===== config.mk =====
export PLATFORM = sky130hd
export DESIGN_NAME = staged_watchdog_timer
export DESIGN_NICKNAME = d
export VERILOG_FILES = /design/src/common/wdt_pkg.sv /design/src/hw/staged_watchdog_timer.sv
export SDC_FILE = /design/constraint.sdc
export NUM_CORES = 1
export LEC_CHECK = 0
export BUFFER_PORTS_ARGS = -buffer_cell sky130_fd_sc_hd__buf_2
export CORE_MARGIN = 4
export CORE_UTILIZATION = 53
export CTS_BUF_LIST = sky130_fd_sc_hd__clkbuf_16
export CTS_CLUSTER_DIAMETER = 50
export DETAILED_ROUTE_END_ITERATION = 8
export GPL_TIMING_DRIVEN = 0
export MAX_ROUTING_LAYER = met4
export PLACE_DENSITY_LB_ADDON = 0.25
export SLEW_MARGIN = 20
export SYNTH_ARGS = -nofsm -noshare
export SYNTH_HDL_FRONTEND = slang
export SYNTH_SLANG_ARGS = --single-unit

===== constraint.sdc =====
create_clock -name CLK -period 2.1 [get_ports CLK]
set_input_delay 0.63 -clock CLK [delete_from_list [all_inputs] [get_ports CLK]]
set_output_delay 0.63 -clock CLK [all_outputs]
set_load 0.01 [all_outputs]

===== src/common/wdt_pkg.sv =====
// package for the staged watchdog: register map, fields, timing
// assumes a 250 MHz core clock and a 32-bit Avalon-MM register bus
package wdt_pkg;

  localparam int CLK_HZ       = 250_000_000;
  localparam int UNIT_MS      = 100;
  localparam int UNIT_CYCLES  = (CLK_HZ / 1000) * UNIT_MS;
  localparam int TICK_W       = 25;
  localparam int TIME_W       = 16;

  localparam logic [15:0] MAX_TICKS = 16'hFFFF;
  localparam logic [15:0] MIN_TICKS = 16'h0000;
  localparam logic [31:0] UNIT_MS_VAL = 32'h0000_0064;
  localparam logic [31:0] MAX_MS_VAL  = 32'h0063_FF9C;
  localparam logic [31:0] MIN_MS_VAL  = 32'h0000_0000;

  localparam logic [5:0] OFS_CTRL    = 6'h00;
  localparam logic [5:0] OFS_STATUS  = 6'h04;
  localparam logic [5:0] OFS_DELAY   = 6'h08;
  localparam logic [5:0] OFS_EVENT   = 6'h0C;
  localparam logic [5:0] OFS_RESET   = 6'h10;
  localparam logic [5:0] OFS_EVTYPE  = 6'h14;
  localparam logic [5:0] OFS_IRQ_ST  = 6'h18;
  localparam logic [5:0] OFS_IRQ_MSK = 6'h1C;
  localparam logic [5:0] OFS_UNIT    = 6'h20;
  localparam logic [5:0] OFS_MAXT    = 6'h24;
  localparam logic [5:0] OFS_MINT    = 6'h28;

  localparam int CTRL_START = 0;
  localparam int CTRL_KICK  = 1;
  localparam int CTRL_STOP  = 2;

  localparam int ST_ERR   = 0;
  localparam int ST_EVENT = 1;
  localparam int ST_RESET = 2;
  localparam int ST_KICK_REFUSED = 3;

  localparam int ST_W = 4;
  localparam logic [31:0] RD_UNMAPPED = 32'h0000_0000;

  typedef enum logic [1:0]
  {
    EV_NONE   = 2'b00,
    EV_IRQ    = 2'b01,
    EV_SYSCTL = 2'b10,
    EV_PWRBTN = 2'b11
  } ev_type_t;

  typedef enum logic [1:0]
  {
    S_IDLE  = 2'b00,
    S_DELAY = 2'b01,
    S_EVENT = 2'b10,
    S_RESET = 2'b11
  } wdt_state_t;

  typedef struct packed
  {
    logic        read;
    logic        write;
    logic [5:0]  address;
    logic [31:0] writedata;
  } bus_req_t;

endpackage : wdt_pkg


===== src/hw/staged_watchdog_timer.sv =====
// staged watchdog: delay, optional event, then board reset request
// assumes one 250 MHz clock and a host on a 32-bit Avalon-MM port

// Functional notes
// - delay times from zero to 6553.5 s in 100 ms steps are accepted.
// - a time outside the supported range is refused and flags an error.
// - the unit and the min and max times are readable in milliseconds.
// - at the end of the reset time the board reset process is started.
// - event type is none, interrupt, system control event or power button.
// - at the end of the event time the selected event is raised.
// - a variant without event support ignores event type and event time.
// - start is given after settings and then counting begins.
// - a kick after the delay phase restarts the timer from the delay.
// - stop halts the timer so that no event and no reset follow.
module staged_watchdog_timer #(
  parameter bit HAS_EVENT = 1'b1
) (
  input  wire logic        CLK,
  input  wire logic        RESET_N,
  input  wire logic [5:0]  AVS_ADDRESS,
  input  wire logic        AVS_READ,
  input  wire logic        AVS_WRITE,
  input  wire logic [31:0] AVS_WRITEDATA,
  output logic [31:0]      AVS_READDATA,
  output logic             AVS_WAITREQUEST,
  output logic             IRQ,
  output logic             EV_IRQ_OUT,
  output logic             SYSTEM_CONTROL_EVENT,
  output logic             PWR_BUTTON,
  output logic             BOARD_RESET
);

  wdt_pkg::bus_req_t           req;
  logic                        wait_ff;
  logic [31:0]                 rdata_ff;
  logic [wdt_pkg::TIME_W-1:0]  delay_ff;
  logic [wdt_pkg::TIME_W-1:0]  event_ff;
  logic [wdt_pkg::TIME_W-1:0]  reset_ff;
  wdt_pkg::ev_type_t           evtype_ff;
  logic [wdt_pkg::ST_W-1:0]    irq_st_ff;
  logic [wdt_pkg::ST_W-1:0]    irq_msk_ff;
  logic [wdt_pkg::ST_W-1:0]    ev_set;
  logic [wdt_pkg::TICK_W-1:0]  div_ff;
  logic                        tick;
  logic [wdt_pkg::TIME_W-1:0]  cnt_ff;
  wdt_pkg::wdt_state_t         state_ff;
  wdt_pkg::wdt_state_t         nxt_state;
  logic [wdt_pkg::TIME_W-1:0]  nxt_cnt;
  logic                        wr;
  logic                        do_start;
  logic                        do_kick;
  logic                        do_stop;
  logic                        bad_time;
  logic                        event_on;
  logic                        stage_end;
  logic                        fire_event;
  logic                        fire_reset;
  logic                        kick_refused;
  logic                        irq_ff;
  logic                        ev_irq_ff;
  logic                        ev_sys_ff;
  logic                        ev_pwr_ff;
  logic                        brst_ff;

  assign req.read      = AVS_READ;
  assign req.write     = AVS_WRITE;
  assign req.address   = AVS_ADDRESS;
  assign req.writedata = AVS_WRITEDATA;

  // one wait state; a write lands at the answering edge
  assign wr = req.write && !wait_ff;

  always_ff @(posedge CLK or negedge RESET_N)
  begin
    if (!RESET_N)
      wait_ff <= 1'b1;
    else
      wait_ff <= !((req.read || req.write) && wait_ff);
  end

  assign do_start = wr && req.address == wdt_pkg::OFS_CTRL &&
                    req.writedata[wdt_pkg::CTRL_START];
  assign do_kick  = wr && req.address == wdt_pkg::OFS_CTRL &&
                    req.writedata[wdt_pkg::CTRL_KICK];
  assign do_stop  = wr && req.address == wdt_pkg::OFS_CTRL &&
                    req.writedata[wdt_pkg::CTRL_STOP];

  // time fields wider than 16 bits are out of range
  assign bad_time = wr && (req.address == wdt_pkg::OFS_DELAY ||
                    req.address == wdt_pkg::OFS_EVENT ||
                    req.address == wdt_pkg::OFS_RESET) &&
                    req.writedata[31:16] != 16'h0000;

  always_ff @(posedge CLK or negedge RESET_N)
  begin
    if (!RESET_N)
    begin
      delay_ff <= wdt_pkg::MIN_TICKS;
      event_ff <= wdt_pkg::MIN_TICKS;
      reset_ff <= wdt_pkg::MIN_TICKS;
    end
    else if (wr && !bad_time)
    begin
      if (req.address == wdt_pkg::OFS_DELAY)
        delay_ff <= req.writedata[15:0];
      if (req.address == wdt_pkg::OFS_EVENT && HAS_EVENT)
        event_ff <= req.writedata[15:0];
      if (req.address == wdt_pkg::OFS_RESET)
        reset_ff <= req.writedata[15:0];
    end
  end

  always_ff @(posedge CLK or negedge RESET_N)
  begin
    if (!RESET_N)
      evtype_ff <= wdt_pkg::EV_NONE;
    else if (wr && req.address == wdt_pkg::OFS_EVTYPE && HAS_EVENT)
      evtype_ff <= wdt_pkg::ev_type_t'(req.writedata[1:0]);
  end

  always_ff @(posedge CLK or negedge RESET_N)
  begin
    if (!RESET_N)
      irq_msk_ff <= '0;
    else if (wr && req.address == wdt_pkg::OFS_IRQ_MSK)
      irq_msk_ff <= req.writedata[wdt_pkg::ST_W-1:0];
  end

  // 100 ms tick, held at zero in idle and restarted on each kick
  assign tick = div_ff == wdt_pkg::TICK_W'(wdt_pkg::UNIT_CYCLES - 1);

  always_ff @(posedge CLK or negedge RESET_N)
  begin
    if (!RESET_N)
      div_ff <= '0;
    else if (state_ff == wdt_pkg::S_IDLE || tick || do_kick)
      div_ff <= '0;
    else
      div_ff <= div_ff + 1'b1;
  end

  assign event_on   = HAS_EVENT && evtype_ff != wdt_pkg::EV_NONE;
  assign stage_end  = cnt_ff == '0 && (tick || cnt_ff == '0);
  assign fire_event = state_ff == wdt_pkg::S_EVENT && stage_end &&
                      !do_stop && !do_kick;
  assign fire_reset = state_ff == wdt_pkg::S_RESET && stage_end &&
                      !do_stop && !do_kick;
  assign kick_refused = do_kick && (state_ff == wdt_pkg::S_IDLE ||
                        state_ff == wdt_pkg::S_DELAY);

  // stage sequencer
  always_comb
  begin
    nxt_state = state_ff;
    nxt_cnt   = cnt_ff;
    if (do_stop)
      nxt_state = wdt_pkg::S_IDLE;
    else if (do_start && state_ff == wdt_pkg::S_IDLE)
    begin
      nxt_state = wdt_pkg::S_DELAY;
      nxt_cnt   = delay_ff;
    end
    else if (do_kick && !kick_refused)
    begin
      nxt_state = wdt_pkg::S_DELAY;
      nxt_cnt   = delay_ff;
    end
    else
    begin
      unique case (state_ff)
        wdt_pkg::S_IDLE: nxt_cnt = '0;
        wdt_pkg::S_DELAY,
        wdt_pkg::S_EVENT,
        wdt_pkg::S_RESET:
        begin
          if (cnt_ff != '0 && tick)
            nxt_cnt = cnt_ff - 1'b1;
          else if (cnt_ff == '0)
          begin
            if (state_ff == wdt_pkg::S_DELAY && event_on)
            begin
              nxt_state = wdt_pkg::S_EVENT;
              nxt_cnt   = event_ff;
            end
            else if (state_ff != wdt_pkg::S_RESET)
            begin
              nxt_state = wdt_pkg::S_RESET;
              nxt_cnt   = reset_ff;
            end
            else
              nxt_state = wdt_pkg::S_IDLE;
          end
        end
      endcase
    end
  end

  always_ff @(posedge CLK or negedge RESET_N)
  begin
    if (!RESET_N)
    begin
      state_ff <= wdt_pkg::S_IDLE;
      cnt_ff   <= '0;
    end
    else
    begin
      state_ff <= nxt_state;
      cnt_ff   <= nxt_cnt;
    end
  end

  // event and board reset pulses
  always_ff @(posedge CLK or negedge RESET_N)
  begin
    if (!RESET_N)
    begin
      ev_irq_ff <= 1'b0;
      ev_sys_ff <= 1'b0;
      ev_pwr_ff <= 1'b0;
      brst_ff   <= 1'b0;
    end
    else
    begin
      ev_irq_ff <= fire_event && evtype_ff == wdt_pkg::EV_IRQ;
      ev_sys_ff <= fire_event && evtype_ff == wdt_pkg::EV_SYSCTL;
      ev_pwr_ff <= fire_event && evtype_ff == wdt_pkg::EV_PWRBTN;
      brst_ff   <= fire_reset;
    end
  end

  // sticky status, write one to clear, set wins
  assign ev_set[wdt_pkg::ST_ERR]          = bad_time;
  assign ev_set[wdt_pkg::ST_EVENT]        = fire_event;
  assign ev_set[wdt_pkg::ST_RESET]        = fire_reset;
  assign ev_set[wdt_pkg::ST_KICK_REFUSED] = kick_refused;

  generate
    for (genvar i = 0; i < wdt_pkg::ST_W; i++)
    begin : g_st
      always_ff @(posedge CLK or negedge RESET_N)
      begin
        if (!RESET_N)
          irq_st_ff[i] <= 1'b0;
        else if (ev_set[i])
          irq_st_ff[i] <= 1'b1;
        else if (wr && req.address == wdt_pkg::OFS_IRQ_ST &&
                 req.writedata[i])
          irq_st_ff[i] <= 1'b0;
      end
    end
  endgenerate

  always_ff @(posedge CLK or negedge RESET_N)
  begin
    if (!RESET_N)
      irq_ff <= 1'b0;
    else
      irq_ff <= |(irq_st_ff & irq_msk_ff);
  end

  // read mux
  always_ff @(posedge CLK or negedge RESET_N)
  begin
    if (!RESET_N)
      rdata_ff <= '0;
    else if (req.read && wait_ff)
    begin
      unique case (req.address)
        wdt_pkg::OFS_CTRL:    rdata_ff <= '0;
        wdt_pkg::OFS_STATUS:  rdata_ff <= {28'h0, 1'b0, HAS_EVENT,
                                           state_ff};
        wdt_pkg::OFS_DELAY:   rdata_ff <= {16'h0, delay_ff};
        wdt_pkg::OFS_EVENT:   rdata_ff <= {16'h0, event_ff};
        wdt_pkg::OFS_RESET:   rdata_ff <= {16'h0, reset_ff};
        wdt_pkg::OFS_EVTYPE:  rdata_ff <= {30'h0, evtype_ff};
        wdt_pkg::OFS_IRQ_ST:  rdata_ff <= {28'h0, irq_st_ff};
        wdt_pkg::OFS_IRQ_MSK: rdata_ff <= {28'h0, irq_msk_ff};
        wdt_pkg::OFS_UNIT:    rdata_ff <= wdt_pkg::UNIT_MS_VAL;
        wdt_pkg::OFS_MAXT:    rdata_ff <= wdt_pkg::MAX_MS_VAL;
        wdt_pkg::OFS_MINT:    rdata_ff <= wdt_pkg::MIN_MS_VAL;
        default:              rdata_ff <= wdt_pkg::RD_UNMAPPED;
      endcase
    end
  end

  assign AVS_READDATA         = rdata_ff;
  assign AVS_WAITREQUEST      = wait_ff;
  assign IRQ                  = irq_ff;
  assign EV_IRQ_OUT           = ev_irq_ff;
  assign SYSTEM_CONTROL_EVENT = ev_sys_ff;
  assign PWR_BUTTON           = ev_pwr_ff;
  assign BOARD_RESET          = brst_ff;

  property p_stop_halts;
    @(posedge CLK) disable iff (!RESET_N)
    do_stop |=> state_ff == wdt_pkg::S_IDLE;
  endproperty
  a_stop_halts: assert property (p_stop_halts)
    else $error("stop did not halt timer");

  property p_reset_pulse;
    @(posedge CLK) disable iff (!RESET_N)
    fire_reset |=> BOARD_RESET ##1 !BOARD_RESET;
  endproperty
  a_reset_pulse: assert property (p_reset_pulse)
    else $error("board reset pulse wrong");

  property p_event_type;
    @(posedge CLK) disable iff (!RESET_N)
    fire_event && evtype_ff == wdt_pkg::EV_SYSCTL
      |=> SYSTEM_CONTROL_EVENT && !EV_IRQ_OUT && !PWR_BUTTON;
  endproperty
  a_event_type: assert property (p_event_type)
    else $error("wrong event raised");

  property p_no_event_none;
    @(posedge CLK) disable iff (!RESET_N)
    evtype_ff == wdt_pkg::EV_NONE |-> state_ff != wdt_pkg::S_EVENT ||
      $past(evtype_ff) != wdt_pkg::EV_NONE;
  endproperty
  a_no_event_none: assert property (p_no_event_none)
    else $error("event stage without type");

  property p_kick_restart;
    @(posedge CLK) disable iff (!RESET_N)
    do_kick && !kick_refused && !do_stop
      |=> state_ff == wdt_pkg::S_DELAY && cnt_ff == delay_ff;
  endproperty
  a_kick_restart: assert property (p_kick_restart)
    else $error("kick did not restart delay");

  property p_bad_refused;
    @(posedge CLK) disable iff (!RESET_N)
    bad_time |=> irq_st_ff[wdt_pkg::ST_ERR] && $stable(delay_ff);
  endproperty
  a_bad_refused: assert property (p_bad_refused)
    else $error("bad time accepted");

  property p_start;
    @(posedge CLK) disable iff (!RESET_N)
    do_start && !do_stop && state_ff == wdt_pkg::S_IDLE
      |=> state_ff == wdt_pkg::S_DELAY;
  endproperty
  a_start: assert property (p_start)
    else $error("start did not begin delay");

  property p_delay_to_event;
    @(posedge CLK) disable iff (!RESET_N)
    state_ff == wdt_pkg::S_DELAY && cnt_ff == '0 && event_on &&
      !do_stop && !do_kick |=> state_ff == wdt_pkg::S_EVENT;
  endproperty
  a_delay_to_event: assert property (p_delay_to_event)
    else $error("delay did not lead to event stage");

endmodule : staged_watchdog_timer


Word level (Yosys, flattened, before mapping). Index checks and enable logic that the tools add are counted.

Reductions and logical operators: 64. Add/sub/neg operators: 2. Bitwise operators: 2. Equal/unequal tests: 20. Mux-type cells: 25.

Operators by type and width (count): one-hot mux 23 bit (9 select lines) (1); 2-to-1 mux 16 bit (6); logical AND 1 bit (32); one-hot mux 16 bit (2 select lines) (1); nonzero test 16 bit (2); adder 25 x 1 -> 25 bit, second input constant (1); equality test 25 bit, second input constant (1); 2-to-1 mux 25 bit (1); equality test 6 x 5 -> 1 bit, second input constant (4); logical NOT 16 bit (1); 2-to-1 mux 2 bit (8); subtractor 16 x 1 -> 16 bit, second input constant (1); equality test 6 x 4 -> 1 bit, second input constant (2); equality test 6 bit, second input constant (2); nonzero test 2 bit (5); equality test 2 bit, second input constant (4); 2-to-1 mux 1 bit (8); nonzero test 4 bit (2); logical OR 1 bit (7); equality test 6 x 3 -> 1 bit, second input constant (1); logical NOT 1 bit (6); logical NOT 6 bit (1); != test 6 bit, second input constant (1); AND reduction 2 bit (3); 10 further kinds (12).

Register bits after elaboration: 139. Input port bits: 42.

Depth between registers and ports, before layout. Gate-level depths: netlist of run 1.

Word-level depth: 10. Depth in mapped cells: 9.

Least setup slack after synthesis of run 1. Ideal clock, no wire load.

Path type: input-to-reg. From: input port AVS_ADDRESS[2]. To: register cnt_ff[2] in the netlist's numbering. Path buffers: 2. Arrival: 2.544 ns. Cell stages on the path: 8. Path slack: -0.568 ns. Cell sequence: or4_1 buf_2 a211oi_4 a21oi_4 o211ai_4 and2_1 buf_6 mux2_2.

Word-level cells in the longest chain between the ends: 8. Elaborated cells between the ends (all ways): 15.

RTL lines: from (decl) (line staged_watchdog_timer.sv:20) `input wire logic [5:0] AVS_ADDRESS,`; logical NOT 6 bit * (line staged_watchdog_timer.sv:81, staged_watchdog_timer.sv:83, staged_watchdog_timer.sv:85); logical AND 1 bit * (line staged_watchdog_timer.sv:81, staged_watchdog_timer.sv:83, staged_watchdog_timer.sv:85); logical AND 1 bit (line staged_watchdog_timer.sv:83) `assign do_kick = wr && req.address == wdt_pkg::OFS_CTRL &&`; logical AND 1 bit (line staged_watchdog_timer.sv:148) `assign kick_refused = do_kick && (state_ff == wdt_pkg::S_IDLE ||`; logical NOT 1 bit (line staged_watchdog_timer.sv:163) `else if (do_kick && !kick_refused)`; logical AND 1 bit (line staged_watchdog_timer.sv:163); != test 6 bit (no line), or another cell as far along; AND reduction 3 bit (no line) / 2-to-1 mux 16 bit (equally long branches); to (signal assigned) (line staged_watchdog_timer.sv:208) `cnt_ff <= nxt_cnt;`; to (decl) (line staged_watchdog_timer.sv:45) `logic [wdt_pkg::TIME_W-1:0] cnt_ff;`.

Every way passes the cells marked *; elsewhere a longest branch is shown, timed or not. A chain may end at the register's enable or synchronous reset.

Final worst setup path of run 1.
From: input port AVS_ADDRESS[2]. To: register cnt_ff[8] in the netlist's numbering.

The elaborated chain is that of the path after synthesis.

==> out/results.ini, run 1 <==
[status]
status = complete, but fails checks
violations = negative setup slack

[final_layout]
diodes = 0
drive_gt1_share_pct = 36.9
layout_common_cells = dfrtp_1 (123), buf_2 (58), buf_4 (52)
final_core_util_pct = 72.2
num-nets-final = 810
stdcell_count = 945
final_common_cell = dfrtp_1
area_growth_pct = 32.1
design_area_um2 = 8780

[synth]
synthTopCellsByArea = dfrtp_1 (46%), mux2_2 (9.5%), mux2i_1 (4.2%)
ys_async_sr_fraction_pct = 100
synth_top_area_share_pct = 46.3
syn_area_um2 = 6640
synth_edf_count = 0
synth_warnings = 0
avgSynthCellArea_um2 = 10.6
ys_seq_elements = 124
yosysTopAreaCell = dfrtp_1
synth-main-ff-cell = dfrtp_1
synth_cells = 628
synth_cell_type_count = 59
yosysSeqAreaShare_pct = 46.7

[placement]
hpwl_um = 12200
placed_area_um2 = 7370
gp_congestion = 0.931
dp_cells = 872
portBuffers = 64

[floorplan]
die_area_um2 = 14400
io_pins = 80
design.core.area_um2 = 12200
die_h_um = 120
die_w_um = 120
rows = 40
start_util_pct = 54.6

[worst_hold_path]
hp-class = in -> async

[setup_path]
rr_worst_depth = 7
path_class = in -> reg
required_ns = 2.40
start_kind = input pin
reg2reg_from = AVS_WAITREQUEST
r2r-end = cnt_ff[8]
r2r_setup_slack_ns = -0.20
crit_fanout = 7
critPathCaptureType = flip-flop
arrival_ns = 2.63

[clock_tree]
insertion_delay_ns = 0.42
htree_levels = 4
cts_tree = built
clk_pin_slew_ns = 0.05
numCtsBuffers = 17
cts_buffer_depth = 2
clock-sinks = 124
cts_root_buf = clkbuf_16

[sta]
setup_ws_ns = -0.230
fin_crit_ns = 2.33
max_slew_margin_pct = 62.0
rsz0062_at_grt = yes
skew_ns = 0.00880
hold_viol = 0
slew_viol_final = 0
fin_crit_sh_pct = 111
tightest_slew_ns = 0.571
hold_ws_ns = 0.115
finalSetupViolCount = 37
max_freq_ghz = 0.429

[power]
p_leak_nw = 4.15
p_total_mw = 9.20
pwr_density_cell_nw_per_um2 = 1050
ir_drop_mv = 0.723

[grt]
grt_use_total_pct = 26.7
grt_start_max_net_pins = 84
grt.overflow.total = 0
grt_pass1_wl_um = 29600
grt_pass1_vias = 5674
antenna_found_initial = 0

[drt]
drc = 0
postRouteAntennaNets = 0
wl_per_cell_um = 19.9
vias_per_cell = 5.99
drt_wl_total_um = 18800
vias = 5661
drt_iter0_drc = 584
drt_pass1_iterations = 5

[flow_run]
cap_violations = 0

[cell usage after synthesis, types with 3 or more instances]
| cell type | instances |
|---|---|
| nand2b_1 | 3 |
| o311ai_0 | 6 |
| xor2_1 | 20 |
| and4_1 | 4 |
| xnor2_1 | 11 |
| nor2_1 | 58 |
| nor4_1 | 16 |
| o21ai_0 | 25 |
| or3_1 | 3 |
| ha_1 | 3 |
| mux2_1 | 10 |
| a22o_1 | 8 |
| buf_4 | 16 |
| nor2b_1 | 7 |
| and3_1 | 11 |
| a21oi_1 | 9 |
| buf_2 | 9 |
| clkbuf_1 | 20 |
| nand2_1 | 46 |
| mux2_2 | 56 |
| a21o_1 | 7 |
| nor3b_1 | 3 |
| a221oi_1 | 4 |
| inv_1 | 6 |
| nor3_1 | 10 |
| a31oi_1 | 8 |
| and2_1 | 5 |
| or4_1 | 4 |
| nand3_1 | 26 |
| o211ai_1 | 9 |
| mux2i_1 | 28 |
| dfrtp_1 | 123 |
| nand4_1 | 3 |
| a221o_1 | 10 |
| buf_6 | 4 |
| a22oi_1 | 8 |
[per-stage QoR]
| step | TNS [ns] | setup slack (ns) |
|---|---|---|
| 6_report | -3.16 | -0.230 |
| 2_1_floorplan | -16.62 | -0.546 |
| 4_1_cts | -1.66 | -0.156 |
| 5_1_grt | -4.43 | -0.247 |
| 3_3_place_gp | -192.08 | -1.08 |
| 3_5_place_dp | -63.60 | -0.942 |
[report_power, final]
part	switching [mW]	total [mW]	internal [mW]	leakage [nW]
logic	1.78	3.33	1.56	2.15
registers	0.259	2.90	2.64	1.68
clock network	1.02	2.96	1.94	0.312
total	3.06	9.20	6.14	4.15
[layout make-up]
type	count	area [µm²]
multi-input cells	458	3610
fillers	857	3390
flip-flops and latches	124	3100
repair buffers	110	837
clock buffers	17	425
plain buffers	48	398
well taps	168	210
clock inverters	14	164
inverters	6	26.3
[cells by family after synthesis]
kind of cell | synth area share (%)
XOR/XNOR | 4.09
buffers and inverters | 4.75
AO/OA/AOI/OAI | 12.4
adder cells (fa/ha/maj) | 0.565
AND/OR/NAND/NOR | 16.0
multiplexers | 15.4
other | 0.0564
flip-flops | 46.7
[worst max-delay path by stage]
| stage | from | end | slack, ns |
|---|---|---|---|
| finish | AVS_ADDRESS[2] | cnt_ff[8] | -0.23 |
| global route | AVS_ADDRESS[2] | cnt_ff[7] | -0.25 |
| CTS | AVS_ADDRESS[3] | cnt_ff[8] | -0.16 |
| detailed placement | AVS_ADDRESS[2] | cnt_ff[2] | -0.94 |
| floorplan | AVS_ADDRESS[2] | cnt_ff[2] | -0.55 |
| global placement | RESET_N | EV_IRQ_OUT | -1.08 |
[routing by layer]
metal	part of all wire (%)	vias to the layer above	track usage (%)	routed length [µm]
met5	0	-	-	0
met4	2.0	0	8.80	379
met3	6.5	46	6.74	1220
met2	50	261	42.9	9300
met1	42	2810	33.4	7870
li1	-	2544	-	-
[what timing repair did]
item                                    in CTS  in global routing
buffers inserted                            28                 12
pin swaps                                   24                 19
gates resized for setup                     62                 55
cloned                                       3                  2
hold buffers                                 0                  0
endpoints found under the setup margin      92                 79
hold endpoints to repair                     0                  0
[worst max-delay path, stage by stage]
cell     delay (ns)
buf_8          0.10
or4_4          0.61
o32ai_4        0.34
buf_6          0.18
buf_6          0.13
nor2_2         0.04
a221o_1        0.33
mux2_4         0.27
[sequential cells by signal (all words and copies together) (netlist names), 2 cells and up]
register,cells
div_ff,25
AVS_READDATA,17
cnt_ff,16
delay_ff,16
event_ff,16
reset_ff,16
irq_msk_ff,4
irq_st_ff,4
evtype_ff,2
state_ff,2
Power figures use the tool's default switching activity.
==> inputs of run 2 (changes only) <==
--- a/config.mk
+++ b/config.mk
@@ -14,6 +14,7 @@
 export GPL_TIMING_DRIVEN = 0
 export MAX_ROUTING_LAYER = met4
 export PLACE_DENSITY_LB_ADDON = 0.25
+export SETUP_SLACK_MARGIN = 0.2
 export SLEW_MARGIN = 20
 export SYNTH_ARGS = -nofsm -noshare
 export SYNTH_HDL_FRONTEND = slang
==> run 2 against run 1 <==
- the run still ends with negative setup slack left
- utilization up 2.0 points
- setup slack worse by 0.039 ns
- die area unchanged
- power down 0.29%
- design area up 2.7%
- global-route usage up 0.58 points
- non-clock buffer count up 13
- critical endpoint unchanged
- largest cell class unchanged
==> out/results.ini, run 2 (synthesis gave the netlist of run 1 again) <==
[flow_run]
cap_violations = 0

[power]
p_int_mw = 6.09
seq_power_share_pct = 31.8
ir_drop_mv = 0.646
p_total_mw = 9.17
pwr_density_cell_nw_per_um2 = 1020
comb_power_share_pct = 37.0
swShare_pct = 33.6
clkPwrFrac_pct = 31.2
power_switching_mw = 3.08
p_leak_nw = 4.25

[final_layout]
layout_common_cells = dfrtp_1 (122), buf_2 (56), buf_4 (53)
area_growth_pct = 35.7
register_area_um2 = 3110
design_area_um2 = 9010
multi_input_comb_area_um2 = 3700
drive_gt1_share_pct = 38.7
largest-register = div_ff
num-nets-final = 823
diodes = 0
stdcell_count = 956
final_common_cell = dfrtp_1
fillers = 792
largest_reg_flops = 25
final_core_util_pct = 74.1

[clock_tree]
insertion_delay_ns = 0.43
clk_pin_slew_ns = 0.06
cts_root_buf = clkbuf_16
cts_hold_buffers = 0
cts_buffer_depth = 2
numCtsBuffers = 17
htree_levels = 4
clock-sinks = 124
cts_tree = built

[drt]
drt_pass1_iterations = 8
drt_wl_total_um = 20000
wl_per_cell_um = 20.9
drc = 0
vias = 5748
vias_per_cell = 6.01
postRouteAntennaNets = 0
drt_iter0_drc = 618

[grt]
grt_start_max_net_pins = 73
grt_pass1_wl_um = 30100
grt_pass1_vias = 5776
grt_use_total_pct = 27.3
antenna_found_initial = 0
grt.overflow.total = 0

[setup_path]
r2r-end = cnt_ff[8]
reg2reg_from = div_ff[24]
cp-endpoint = cnt_ff[8]
arrival_ns = 2.68
start_kind = flip-flop
worstSetupStartpoint = div_ff[24]
crit_fanout = 10
r2r_setup_slack_ns = -0.27
required_ns = 2.41
critPathCaptureType = flip-flop
rr_worst_depth = 8
path_class = reg -> reg

[sta]
setup_tns_ns = -2.54
finalSetupViolCount = 19
rsz0062_at_grt = yes
tightest_slew_ns = 0.538
max_slew_margin_pct = 64.1
max_freq_ghz = 0.422
fin_crit_sh_pct = 113
fin_crit_ns = 2.37
hold_viol = 0
skew_ns = 0.00876
setup_ws_ns = -0.269
slew_viol_final = 0

[placement]
portBuffers = 64
gp_congestion = 0.938
dp_cells = 872
hpwl_um = 12100
placed_area_um2 = 7380

[worst_hold_path]
hp-class = in -> async

[status]
status = complete, but fails checks
violations = negative setup slack

[floorplan]
rows = 40
io_pins = 80
die_w_um = 120
die_h_um = 120
design.core.area_um2 = 12200
die_area_um2 = 14400
start_util_pct = 54.6

run 2: cell types whose count changed in the layout (fill, tap and decap cells not counted), sizes merged:
cell / delta
buf: +11
bufinv: -1
clkbuf: +2
clkinv: +1
clkinvlp: +2
inv: -4
run 2: stage by stage:
stage	hold WS [ns]	setup slack, ns
after floorplan	0.334	-0.546
after global placement	0.454	-1.07
after detailed placement	0.461	-0.926
after CTS	0.175	-0.188
after global routing	0.202	-0.317
final	0.159	-0.269
run 2: routing by layer:
layer	global-route usage [%]	wire (µm)	up-vias
li1	-	-	2575
met1	33.7	8090	2844
met3	6.60	1490	45
met5	-	0	-
met2	43.3	9960	284
met4	11.3	439	0
run 2: layout make-up:
class                   count  area share, %
multi-input cells         458           41.1
flip-flops and latches    124           34.5
clock buffers              17           4.72
clock inverters            12           1.47
plain buffers              51           5.09
inverters                   6          0.292
repair buffers            120           10.6
well taps                 168           2.33
run 2: power by group through the flow:
stage / clock network (mW) / logic [mW] / registers, mW
2_1_floorplan: 0 / 1.92 / 2.85
5_1_grt: 3.01 / 3.62 / 2.95
3_3_place_gp: 0 / 2.44 / 2.88
6_report: 2.86 / 3.39 / 2.92
3_5_place_dp: 0 / 2.50 / 2.90
4_1_cts: 2.86 / 2.97 / 2.88
run 2: how the worst min path moves through the flow:
| stage | to | start | slack, ns | depth (start not counted) |
|---|---|---|---|---|
| floorplan | AVS_READDATA[0] | RESET_N | 0.33 | 0 |
| global placement | AVS_READDATA[7] | AVS_READDATA[7] | 0.45 | 1 |
| detailed placement | AVS_READDATA[7] | AVS_READDATA[7] | 0.46 | 1 |
| CTS | AVS_READDATA[10] | RESET_N | 0.18 | 1 |
| global route | AVS_READDATA[10] | RESET_N | 0.20 | 1 |
| finish | reset_ff[11] | RESET_N | 0.16 | 1 |
run 2: timing repair:
action                                  CTS  global route
resized for setup                        71            82
endpoints found under the setup margin  103           113
setup buffers                            30            19
pin swaps                                24            15
cloned                                    5             1
run 2: critical path: stages (launching register included):
cell and delay (ns):
dfrtp_1 0.37, nor4bb_1 0.34, and3_1 0.27, nand4_4 0.11, or2_1 0.25, buf_4 0.15
buf_6 0.14, a221o_1 0.34, mux2_4 0.28
